--- config.mk ---
export PLATFORM = sky130hd
export DESIGN_NAME = motor_stop_sequencer
export DESIGN_NICKNAME = d
export VERILOG_FILES = /design/src/rtl/stop_seq_pkg.sv /design/src/rtl/motor_stop_sequencer.sv
export SDC_FILE = /design/constraint.sdc
export NUM_CORES = 1
export LEC_CHECK = 0
export BUFFER_PORTS_ARGS = -buffer_cell sky130_fd_sc_hd__buf_2
export CORE_ASPECT_RATIO = 1.5
export CORE_UTILIZATION = 23
export DETAILED_ROUTE_END_ITERATION = 7
export GPL_ROUTABILITY_DRIVEN = 0
export PLACE_DENSITY = 0.42
export SYNTH_ARGS = -nofsm -noshare
export SYNTH_HDL_FRONTEND = slang
export SYNTH_SLANG_ARGS = --single-unit
--- constraint.sdc ---
create_clock -name clk_i -period 5.6 [get_ports clk_i]
set_input_delay 0.56 -clock clk_i [delete_from_list [all_inputs] [get_ports clk_i]]
set_output_delay 0.56 -clock clk_i [all_outputs]
set_load 0.01 [all_outputs]
--- src/rtl/stop_seq_pkg.sv ---
// Package for the motor stop sequencer: modes, timing, bridge type, states and register map
package stop_seq_pkg;

  // Stop option codes
  localparam logic [2:0] MODE_COAST = 3'h0;
  localparam logic [2:0] MODE_RECIRC = 3'h1;
  localparam logic [2:0] MODE_LS_BRAKE = 3'h2;
  localparam logic [2:0] MODE_HS_BRAKE = 3'h3;
  localparam logic [2:0] MODE_SPIN_DOWN = 3'h4;

  // Register byte offsets on the Avalon-MM slave
  localparam logic [3:0] OFS_CTRL = 4'h0;
  localparam logic [3:0] OFS_THR = 4'h4;
  localparam logic [3:0] OFS_BRK_TIME = 4'h8;
  localparam logic [3:0] OFS_STATUS = 4'hC;

  // Control register fields
  localparam int CTRL_MODE_LSB = 0;
  localparam int CTRL_HS_MOD_BIT = 4;
  localparam int CTRL_STOP_BIT = 8;

  // Reset values
  localparam logic [2:0] MODE_RST = 3'h0;
  localparam logic [7:0] SPIN_THR_RST = 8'h20;
  localparam logic [7:0] BRAKE_THR_RST = 8'h20;
  localparam logic [15:0] BRK_TIME_RST = 16'h0064;
  localparam logic [15:0] RECIRC_RST = 16'h0010;

  // Brake duration unit: 1 us per count at 125 MHz
  localparam int CLK_MHZ = 125;
  localparam int BRK_UNIT_NS = 1000;
  localparam int BRK_UNIT_CYC = (BRK_UNIT_NS * CLK_MHZ) / 1000;

  // Speed ramp: one duty step per this many cycles
  localparam int RAMP_STEP_CYC = 4;

  localparam logic [31:0] UNMAPPED_DATA = 32'h0;

  // Six bridge switch controls, one bit per phase
  typedef struct packed {
    logic [2:0] hs;
    logic [2:0] ls;
  } bridge_s;

  typedef enum logic [2:0] {
    ST_RUN,
    ST_RECIRC,
    ST_RAMP,
    ST_BRAKE,
    ST_PIN_RAMP,
    ST_PIN_BRAKE,
    ST_HIZ
  } state_e;

endpackage

--- src/rtl/motor_stop_sequencer.sv ---
// Motor stop sequencer: stop option handling for a three-phase bridge
//
// Summary of operation
// - Stop behaviour follows 3-bit stop mode select.
// - Mode 000: all six switches off at once.
// - Mode 001: partial turn-off, recirculate, then off.
// - High-side modulation: drop high side, keep low.
// - Low-side modulation: drop low side, keep high.
// - Mode 010: ramp to threshold, low sides on.
// - Mode 011: ramp to threshold, high sides on.
// - Already below threshold: brake immediately.
// - After brake duration: all off, stay off.
// - Brake pin high: ramp, then low sides on; code acts on it from run (ramp) and off (no ramp) only.
// - Pin brake lasts until pin returns low.
// - Mode 100: ramp duty down, then all off.
//
// The implementer's own choices: the address map and the Avalon-MM interface to the registers.
`timescale 1ns/1ps

module motor_stop_sequencer (
  input wire logic clk_i,
  input wire logic arst_n_i,
  // Avalon-MM slave
  input wire logic [3:0] avs_address_i,
  input wire logic avs_read_i,
  input wire logic avs_write_i,
  input wire logic [31:0] avs_writedata_i,
  input wire logic [3:0] avs_byteenable_i,
  output logic [31:0] avs_readdata_o,
  output logic avs_waitrequest_o,
  // Motor side
  input wire logic stop_req_i,
  input wire logic brake_pin_i,
  input wire logic [7:0] motor_speed_i,
  input wire logic [7:0] run_duty_i,
  input wire stop_seq_pkg::bridge_s run_bridge_i,
  input wire logic resume_i,
  output stop_seq_pkg::bridge_s bridge_o,
  output logic [7:0] duty_o,
  output logic stop_busy_o,
  output logic hiz_o
);

  // ==========================================================
  // Helpers
  // ==========================================================
  function automatic logic [7:0] merge_byte(input logic [7:0] old_v, input logic [7:0] new_v,
                                            input logic be);
    merge_byte = be ? new_v : old_v;
  endfunction

  function automatic logic [7:0] step_down(input logic [7:0] duty, input logic [7:0] thr);
    step_down = (duty > thr) ? duty - 8'h01 : duty;
  endfunction

  function automatic stop_seq_pkg::bridge_s brake_pattern(input logic [2:0] mode);
    if (mode == stop_seq_pkg::MODE_HS_BRAKE) begin
      brake_pattern = '{hs: 3'h7, ls: 3'h0};
    end else begin
      brake_pattern = '{hs: 3'h0, ls: 3'h7};
    end
  endfunction

  // ==========================================================
  // Registers and Avalon slave
  // ==========================================================
  logic [2:0] mode_q, mode_d;
  logic hs_mod_q, hs_mod_d;
  logic [7:0] spin_thr_q, spin_thr_d;
  logic [7:0] brake_thr_q, brake_thr_d;
  logic [15:0] brk_time_q, brk_time_d;
  logic [15:0] recirc_q, recirc_d;
  logic sw_stop_q, sw_stop_d;
  logic [31:0] rdata_q, rdata_d;
  logic ack_q, ack_d;
  logic wait_q, wait_d;
  logic [1:0] brake_sync_q;
  stop_seq_pkg::state_e state_q, state_d;

  // One-cycle answer: waitrequest is high until the registered acknowledge
  always_comb begin
    mode_d = mode_q;
    hs_mod_d = hs_mod_q;
    spin_thr_d = spin_thr_q;
    brake_thr_d = brake_thr_q;
    brk_time_d = brk_time_q;
    recirc_d = recirc_q;
    sw_stop_d = 1'b0;
    rdata_d = rdata_q;
    ack_d = 1'b0;
    if ((avs_read_i || avs_write_i) && !ack_q) begin
      ack_d = 1'b1;
      rdata_d = stop_seq_pkg::UNMAPPED_DATA;
      if (avs_write_i) begin
        unique case (avs_address_i)
          stop_seq_pkg::OFS_CTRL: begin
            if (avs_byteenable_i[0]) begin
              mode_d = avs_writedata_i[stop_seq_pkg::CTRL_MODE_LSB +: 3];
              hs_mod_d = avs_writedata_i[stop_seq_pkg::CTRL_HS_MOD_BIT];
            end
            if (avs_byteenable_i[1]) begin
              sw_stop_d = avs_writedata_i[stop_seq_pkg::CTRL_STOP_BIT];
            end
          end
          stop_seq_pkg::OFS_THR: begin
            spin_thr_d = merge_byte(spin_thr_q, avs_writedata_i[7:0], avs_byteenable_i[0]);
            brake_thr_d = merge_byte(brake_thr_q, avs_writedata_i[15:8], avs_byteenable_i[1]);
          end
          stop_seq_pkg::OFS_BRK_TIME: begin
            brk_time_d[7:0] = merge_byte(brk_time_q[7:0], avs_writedata_i[7:0],
                                         avs_byteenable_i[0]);
            brk_time_d[15:8] = merge_byte(brk_time_q[15:8], avs_writedata_i[15:8],
                                          avs_byteenable_i[1]);
            recirc_d[7:0] = merge_byte(recirc_q[7:0], avs_writedata_i[23:16],
                                       avs_byteenable_i[2]);
            recirc_d[15:8] = merge_byte(recirc_q[15:8], avs_writedata_i[31:24],
                                        avs_byteenable_i[3]);
          end
          default: begin
          end
        endcase
      end else begin
        unique case (avs_address_i)
          stop_seq_pkg::OFS_CTRL:
            rdata_d = {27'h0, hs_mod_q, 1'b0, mode_q};
          stop_seq_pkg::OFS_THR:
            rdata_d = {16'h0, brake_thr_q, spin_thr_q};
          stop_seq_pkg::OFS_BRK_TIME:
            rdata_d = {recirc_q, brk_time_q};
          stop_seq_pkg::OFS_STATUS:
            rdata_d = {21'h0, duty_o, 3'(state_q)};
          default:
            rdata_d = stop_seq_pkg::UNMAPPED_DATA;
        endcase
      end
    end
    wait_d = !ack_d;
  end

  always_ff @(posedge clk_i or negedge arst_n_i) begin
    if (!arst_n_i) begin
      mode_q <= stop_seq_pkg::MODE_RST;
      hs_mod_q <= 1'b1;
      spin_thr_q <= stop_seq_pkg::SPIN_THR_RST;
      brake_thr_q <= stop_seq_pkg::BRAKE_THR_RST;
      brk_time_q <= stop_seq_pkg::BRK_TIME_RST;
      recirc_q <= stop_seq_pkg::RECIRC_RST;
      sw_stop_q <= 1'b0;
      rdata_q <= 32'h0;
      ack_q <= 1'b0;
      wait_q <= 1'b1;
    end else begin
      mode_q <= mode_d;
      hs_mod_q <= hs_mod_d;
      spin_thr_q <= spin_thr_d;
      brake_thr_q <= brake_thr_d;
      brk_time_q <= brk_time_d;
      recirc_q <= recirc_d;
      sw_stop_q <= sw_stop_d;
      rdata_q <= rdata_d;
      ack_q <= ack_d;
      wait_q <= wait_d;
    end
  end

  assign avs_readdata_o = rdata_q;
  assign avs_waitrequest_o = wait_q;

  // ==========================================================
  // Brake pin synchroniser
  // ==========================================================
  always_ff @(posedge clk_i or negedge arst_n_i) begin
    if (!arst_n_i) begin
      brake_sync_q <= 2'h0;
    end else begin
      brake_sync_q <= {brake_sync_q[0], brake_pin_i};
    end
  end

  logic brake_pin_s;
  assign brake_pin_s = brake_sync_q[1];

  // ==========================================================
  // Stop sequencer
  // ==========================================================
  stop_seq_pkg::bridge_s bridge_q, bridge_d;
  logic [7:0] duty_q, duty_d;
  logic [31:0] cnt_q, cnt_d;
  logic [1:0] ramp_q, ramp_d;
  logic stop_ev;
  logic hiz_q, hiz_d;
  logic busy_q, busy_d;

  assign stop_ev = stop_req_i || sw_stop_q;

  always_comb begin
    state_d = state_q;
    bridge_d = bridge_q;
    duty_d = duty_q;
    cnt_d = cnt_q;
    ramp_d = ramp_q + 2'h1;
    unique case (state_q)
      stop_seq_pkg::ST_RUN: begin
        bridge_d = run_bridge_i;
        duty_d = run_duty_i;
        if (brake_pin_s) begin
          state_d = stop_seq_pkg::ST_PIN_RAMP;
        end else if (stop_ev) begin
          unique case (mode_q)
            stop_seq_pkg::MODE_RECIRC: begin
              // Keep only the complementary side of the conducting pair
              if (hs_mod_q) begin
                bridge_d = '{hs: 3'h0, ls: run_bridge_i.ls};
              end else begin
                bridge_d = '{hs: run_bridge_i.hs, ls: 3'h0};
              end
              cnt_d = {16'h0, recirc_q};
              state_d = stop_seq_pkg::ST_RECIRC;
            end
            stop_seq_pkg::MODE_LS_BRAKE, stop_seq_pkg::MODE_HS_BRAKE,
            stop_seq_pkg::MODE_SPIN_DOWN: begin
              cnt_d = 32'(brk_time_q) * 32'(stop_seq_pkg::BRK_UNIT_CYC);
              if (mode_q != stop_seq_pkg::MODE_SPIN_DOWN && motor_speed_i <= spin_thr_q) begin
                bridge_d = brake_pattern(mode_q);
                duty_d = 8'h00;
                state_d = stop_seq_pkg::ST_BRAKE;
              end else begin
                state_d = stop_seq_pkg::ST_RAMP;
              end
            end
            default: begin
              bridge_d = '{hs: 3'h0, ls: 3'h0};
              duty_d = 8'h00;
              state_d = stop_seq_pkg::ST_HIZ;
            end
          endcase
        end
      end
      stop_seq_pkg::ST_RECIRC: begin
        if (cnt_q == 32'h0) begin
          bridge_d = '{hs: 3'h0, ls: 3'h0};
          state_d = stop_seq_pkg::ST_HIZ;
        end else begin
          cnt_d = cnt_q - 32'h1;
        end
      end
      stop_seq_pkg::ST_RAMP: begin
        bridge_d = run_bridge_i;
        if (ramp_q == 2'(stop_seq_pkg::RAMP_STEP_CYC - 1)) begin
          duty_d = step_down(duty_q, spin_thr_q);
        end
        if (duty_q <= spin_thr_q) begin
          if (mode_q == stop_seq_pkg::MODE_SPIN_DOWN) begin
            bridge_d = '{hs: 3'h0, ls: 3'h0};
            duty_d = 8'h00;
            state_d = stop_seq_pkg::ST_HIZ;
          end else begin
            bridge_d = brake_pattern(mode_q);
            state_d = stop_seq_pkg::ST_BRAKE;
          end
        end
      end
      stop_seq_pkg::ST_BRAKE: begin
        duty_d = 8'h00;
        bridge_d = brake_pattern(mode_q);
        if (cnt_q == 32'h0) begin
          bridge_d = '{hs: 3'h0, ls: 3'h0};
          state_d = stop_seq_pkg::ST_HIZ;
        end else begin
          cnt_d = cnt_q - 32'h1;
        end
      end
      stop_seq_pkg::ST_PIN_RAMP: begin
        bridge_d = run_bridge_i;
        if (ramp_q == 2'(stop_seq_pkg::RAMP_STEP_CYC - 1)) begin
          duty_d = step_down(duty_q, brake_thr_q);
        end
        if (!brake_pin_s) begin
          state_d = stop_seq_pkg::ST_RUN;
        end else if (duty_q <= brake_thr_q) begin
          state_d = stop_seq_pkg::ST_PIN_BRAKE;
        end
      end
      stop_seq_pkg::ST_PIN_BRAKE: begin
        duty_d = 8'h00;
        bridge_d = '{hs: 3'h0, ls: 3'h7};
        if (!brake_pin_s) begin
          bridge_d = '{hs: 3'h0, ls: 3'h0};
          state_d = stop_seq_pkg::ST_HIZ;
        end
      end
      stop_seq_pkg::ST_HIZ: begin
        // Stop requests are dropped until here; restart needs resume
        bridge_d = '{hs: 3'h0, ls: 3'h0};
        duty_d = 8'h00;
        if (brake_pin_s) begin
          state_d = stop_seq_pkg::ST_PIN_BRAKE;
        end else if (resume_i) begin
          state_d = stop_seq_pkg::ST_RUN;
        end
      end
      default: begin
        state_d = stop_seq_pkg::ST_HIZ;
      end
    endcase
    hiz_d = (state_d == stop_seq_pkg::ST_HIZ);
    busy_d = (state_d != stop_seq_pkg::ST_RUN) && (state_d != stop_seq_pkg::ST_HIZ);
  end

  always_ff @(posedge clk_i or negedge arst_n_i) begin
    if (!arst_n_i) begin
      state_q <= stop_seq_pkg::ST_HIZ;
      bridge_q <= '{hs: 3'h0, ls: 3'h0};
      duty_q <= 8'h00;
      cnt_q <= 32'h0;
      ramp_q <= 2'h0;
      hiz_q <= 1'b1;
      busy_q <= 1'b0;
    end else begin
      state_q <= state_d;
      bridge_q <= bridge_d;
      duty_q <= duty_d;
      cnt_q <= cnt_d;
      ramp_q <= ramp_d;
      hiz_q <= hiz_d;
      busy_q <= busy_d;
    end
  end

  assign bridge_o = bridge_q;
  assign duty_o = duty_q;
  assign hiz_o = hiz_q;
  assign stop_busy_o = busy_q;

endmodule

## Word level (Yosys, flattened, before mapping)

Cells that the tools add are included.

- Bits in registers: 142
- Input bits: 69
- Output and inout bits: 49
- Word-level logic and storage cells: 129

- Add/subtract/negate cells: 3
- Multipliers: 1
- $lt $le $gt $ge: 5
- Eq/ne operators: 24
- Muxes and demuxes: 48
- Reduce and logical (&&, ||, !) cells: 27

Operator list:

| kind | count |
|---|---|
| $mux 32 | 4 |
| $pmux 32 s2 | 2 |
| $pmux 32 s4 | 1 |
| $mux 8 | 9 |
| $mux 6 | 9 |
| $pmux 6 s7 | 1 |
| $mux 3 | 11 |
| $logic_not 32->1 | 1 |
| $pmux 8 s4 | 1 |
| $sub 32x1->32 const B | 1 |
| $reduce_and 4->1 | 7 |
| $le 8x8->1 | 3 |
| $mul 16x7->23 const B | 1 |
| $pmux 3 s6 | 1 |
| $gt 8x8->1 | 2 |
| $pmux 8 s2 | 1 |
| $eq 3x3->1 const B | 5 |
| $eq 3x2->1 const B | 4 |
| $ne 2x2->1 const B | 6 |
| $pmux 6 s2 | 1 |
| $eq 4x4->1 const B | 2 |
| $sub 8x1->8 const B | 1 |
| $reduce_bool 7->1 | 1 |
| $eq 3x1->1 const B | 2 |
| 20 further kinds | 31 |

## Longest topological paths before layout

- Word-level depth: 9
- Depth in mapped cells: 17
- Mapped depth without buffers: 17

## Least setup slack after synthesis

No wires, ideal clock.

- Path kind: reg-to-reg
- Start: register brk_time_q[2]
- End: register cnt_q[19]
- Library setup time: 0.139 ns
- Arrival: 4.414 ns
- Data required time: 5.461 ns
- Slack: 1.047 ns
- Stages on the path, launching flop included: 16
- Path buffers: 0
- Clock period less this slack: 4.553 ns
- Path through: dfstp_2 fa_1 fa_1 inv_1 fa_1 fa_1 inv_1 ha_1 o21a_1 a2111oi_0 o311a_1 nor3_1 a41oi_1 nand2b_1 xnor2_1 o221ai_1

- Word-level cells in the longest chain between the ends: 5

RTL lines:

| item | line | text |
|---|---|---|
| start: declaration | motor_stop_sequencer.sv:71 | `logic [15:0] brk_time_q, brk_time_d;` |
| start signal: assignment | motor_stop_sequencer.sv:146 | `brk_time_q <= stop_seq_pkg::BRK_TIME_RST;` |
| start signal: assignment | motor_stop_sequencer.sv:157 | `brk_time_q <= brk_time_d;` |
| $mul 16x7->23 | motor_stop_sequencer.sv:222 | `cnt_d = 32'(brk_time_q) * 32'(stop_seq_pkg::BRK_UNIT_CYC);` |
| $pmux 32 s2 | motor_stop_sequencer.sv:209 | `unique case (mode_q)` |
| $mux 32 | motor_stop_sequencer.sv:208 | `end else if (stop_ev) begin` |
| $mux 32 | motor_stop_sequencer.sv:206 | `if (brake_pin_s) begin` |
| $pmux 32 s2 | motor_stop_sequencer.sv:202 | `unique case (state_q)` |
| end signal: assignment | motor_stop_sequencer.sv:323 | `cnt_q <= cnt_d;` |
| end: declaration | motor_stop_sequencer.sv:188 | `logic [31:0] cnt_q, cnt_d;` |

No other way between the ends. The select of a mux whose other input is x is not followed.
A chain may end at the register's enable or synchronous reset.

## Worst setup path in the final report

Ends and elaborated chain as after synthesis.

==> flow_summary.ini <==
[outcome]
status = finished clean

[logic_synthesis]
syn_area_um2 = 10200
syn_inst = 1094
ys.flop_type = dfrtp_1
ys_ff_latch = 142
ys_warn_count = 0
async_flop_share_pct = 100
synth_area_leader_cell = dfrtp_1
syn_area_per_cell_um2 = 9.34
ys_types = 72
yosysSeqAreaShare_pct = 34.9
synth_commonest_cells = dfrtp_1 (131), nand2_1 (120), inv_1 (110)
synth_top_area_share_pct = 32.1
synth_nets = 1297
synth_edf_count = 0
synthTopCellsByArea = dfrtp_1 (32%), fa_1 (11%), ha_1 (9.8%)
synth.most_common_cell = dfrtp_1

[die]
die_area_um2 = 45300
fp-row-count = 94
core_um2 = 43900
die_h_um = 260
start_util_pct = 23.3
die_w_um = 174
ios = 118

[route]
via_per_inst = 4.83
drt_iter0_drc = 464
antenna_left = 0
wl_per_cell_um = 19.1
drtPass1Iterations = 5
drcViolationCount = 0
vias = 8659
routed_wl_um = 34300

[min_path]
hold_path_depth = 1
hold_path_class = in2reg

[global_route]
grt_max_degree = 63
grt_pass1_vias = 9060
busiest_layer = met2
grt_pass1_wl_um = 53700
grt_util_met1_pct = 16.7
grt_util_met2_pct = 30.2
overflow = 0
grt_antenna_before_repair = 0
grt_use_total_pct = 15.6
use_met3_pct = 2.06

[cts]
hold_buffers = 1
cts-root-buf = clkbuf_16
clkTransAtPathRegs_ns = 0.08
cts_resized = 0
clk_latency_ns = 0.46
cts.sinks = 142
cts_buffers = 17
h-tree-depth = 4
post-cts-setup-buffers = 0
cts_tree = done
clk_path_buf_depth = 2

[cells_and_area]
layout.nets = 1408
multiInputGateArea_um2 = 6090
antenna_cells = 0
syn2layout_area_growth_pct = 18.7
register_area_um2 = 3570
drive_above_1_share_pct = 18.1
n_fill_cell = 4731

[timing]
worst_slack_ns = 0.649
setup_tns_ns = 0
worst_pin_slew_ns = 0.936
hold_violations = 0
holdWs_ns = 0.202
finalClockSkew_ns = 0.0149
rsz0062_at_grt = no
period_share_pct = 88.4
finalSetupViolations = 0
fmax_mhz = 202
period_needed_ns = 4.95
slew-limit-headroom_pct = 37.2
maxSlewViolCount = 0

[worst_setup_path]
end_kind = register
worst_setup_path_start_kind = register
worst-path-max-fanout = 6
arrival_ns = 5.26
crit_required_ns = 5.91
critPathKind = reg2reg
reg2reg_depth = 16

[place]
dp_hpwl_um = 27100
dp_slack_ns = 0.654
portBuffers = 117

[job]
cap_violations = 0
area by class of cell:
class | count | share of cell area [%]
multi-input combinational | 798 | 50.2
timing repair buffer | 134 | 5.95
tap | 576 | 5.94
clock buffer | 17 | 3.51
inverter | 112 | 3.47
clock inverter | 15 | 1.49
sequential | 142 | 29.4
sequential cells by signal, summed over array words and instances (netlist names):
name               count
avs_readdata_o        32
ramp_q                 2
cnt_q                 32
mode_q                 3
ack_q                  1
sw_stop_q              1
hiz_o                  1
duty_o                 8
hs_mod_q               1
brake_thr_q            8
avs_waitrequest_o      1
bridge_o               6
spin_thr_q             8
stop_busy_o            1
brk_time_q            16
recirc_q              16
state_q                3
brake_sync_q           2
through the flow:
stage / util (%) / cell area, um2 / std cells
final: 27.6 / 12100 / 1794
after global routing: 27.6 / 12100 / 1794
after CTS: 27.6 / 12100 / 1794
after detailed placement: 26.2 / 11500 / 1761
after global placement: 26.2 / 11500 / 1761
after floorplan: - / 10200 / 1094
metal layers:
layer | vias up | part of all wire, %
li1 | 4115 | -
met5 | - | 0
met2 | 180 | 55
met3 | 41 | 2.6
met1 | 4323 | 39
met4 | 0 | 3.3
worst max-delay path: stages, from the launching register on:
cell and delay, ns:
dfstp_2 0.61, fa_1 0.48, fa_1 0.52, inv_1 0.05
fa_1 0.49, fa_1 0.52, inv_1 0.04, ha_1 0.33
o21a_1 0.24, a2111oi_0 0.47, buf_4 0.20, o311a_1 0.16
nor3_1 0.07, a41oi_1 0.25, nand2b_1 0.10, xnor2_1 0.16
o221ai_1 0.12
cells by family (layout without fill, tap and decap cells):
| family | after synthesis | count (layout) | synth area share (%) |
|---|---|---|---|
| AOI/OAI and AO/OA | 320 | 320 | 20.7 |
| and+or+nand+nor | 303 | 303 | 14.2 |
| buffers and inverters | 154 | 278 | 5.68 |
| DFF | 142 | 142 | 34.9 |
| adders and majority gates | 134 | 134 | 20.4 |
| muxes | 23 | 23 | 2.52 |
| xor gates and xnor gates | 18 | 18 | 1.54 |
cell usage in the layout (no fill, tap or decap), drive strengths merged, types with 5 or more instances in the layout:
master	instances
clkinv	6
ha	80
or4	11
a21oi	59
o21a	11
a22o	30
and3	8
clkbuf	17
o21ai	101
a22oi	6
o31ai	14
dfrtp	131
fa	54
xor2	7
nor4	9
a221o	7
nor3	22
a21o	17
dfstp	11
xnor2	11
o211ai	6
mux2	22
nor2	59
o221ai	5
nand4	7
a211oi	8
nor2b	7
buf	133
nand2	120
and2	7
a31oi	9
a221oi	7
or3	5
nand3	24
nand2b	6
or2	5
inv	120
worst paths after layout:
kind | startpoint | to | slack [ns]
setup / recovery | brk_time_q[2] | cnt_q[19] | 0.65
hold / removal | brake_pin_i | brake_sync_q[0] | 0.20
setup reg to reg | brk_time_q[2] | cnt_q[19] | 0.65
hold reg to reg | brake_sync_q[0] | brake_sync_q[1] | 0.37
max in group asynchronous | arst_n_i | cnt_q[22] | 3.91
min in group asynchronous | arst_n_i | duty_o[4] | 0.53
Power is not shown: default switching activity piles up to over one toggle a cycle in this logic, so the estimate is an artifact.
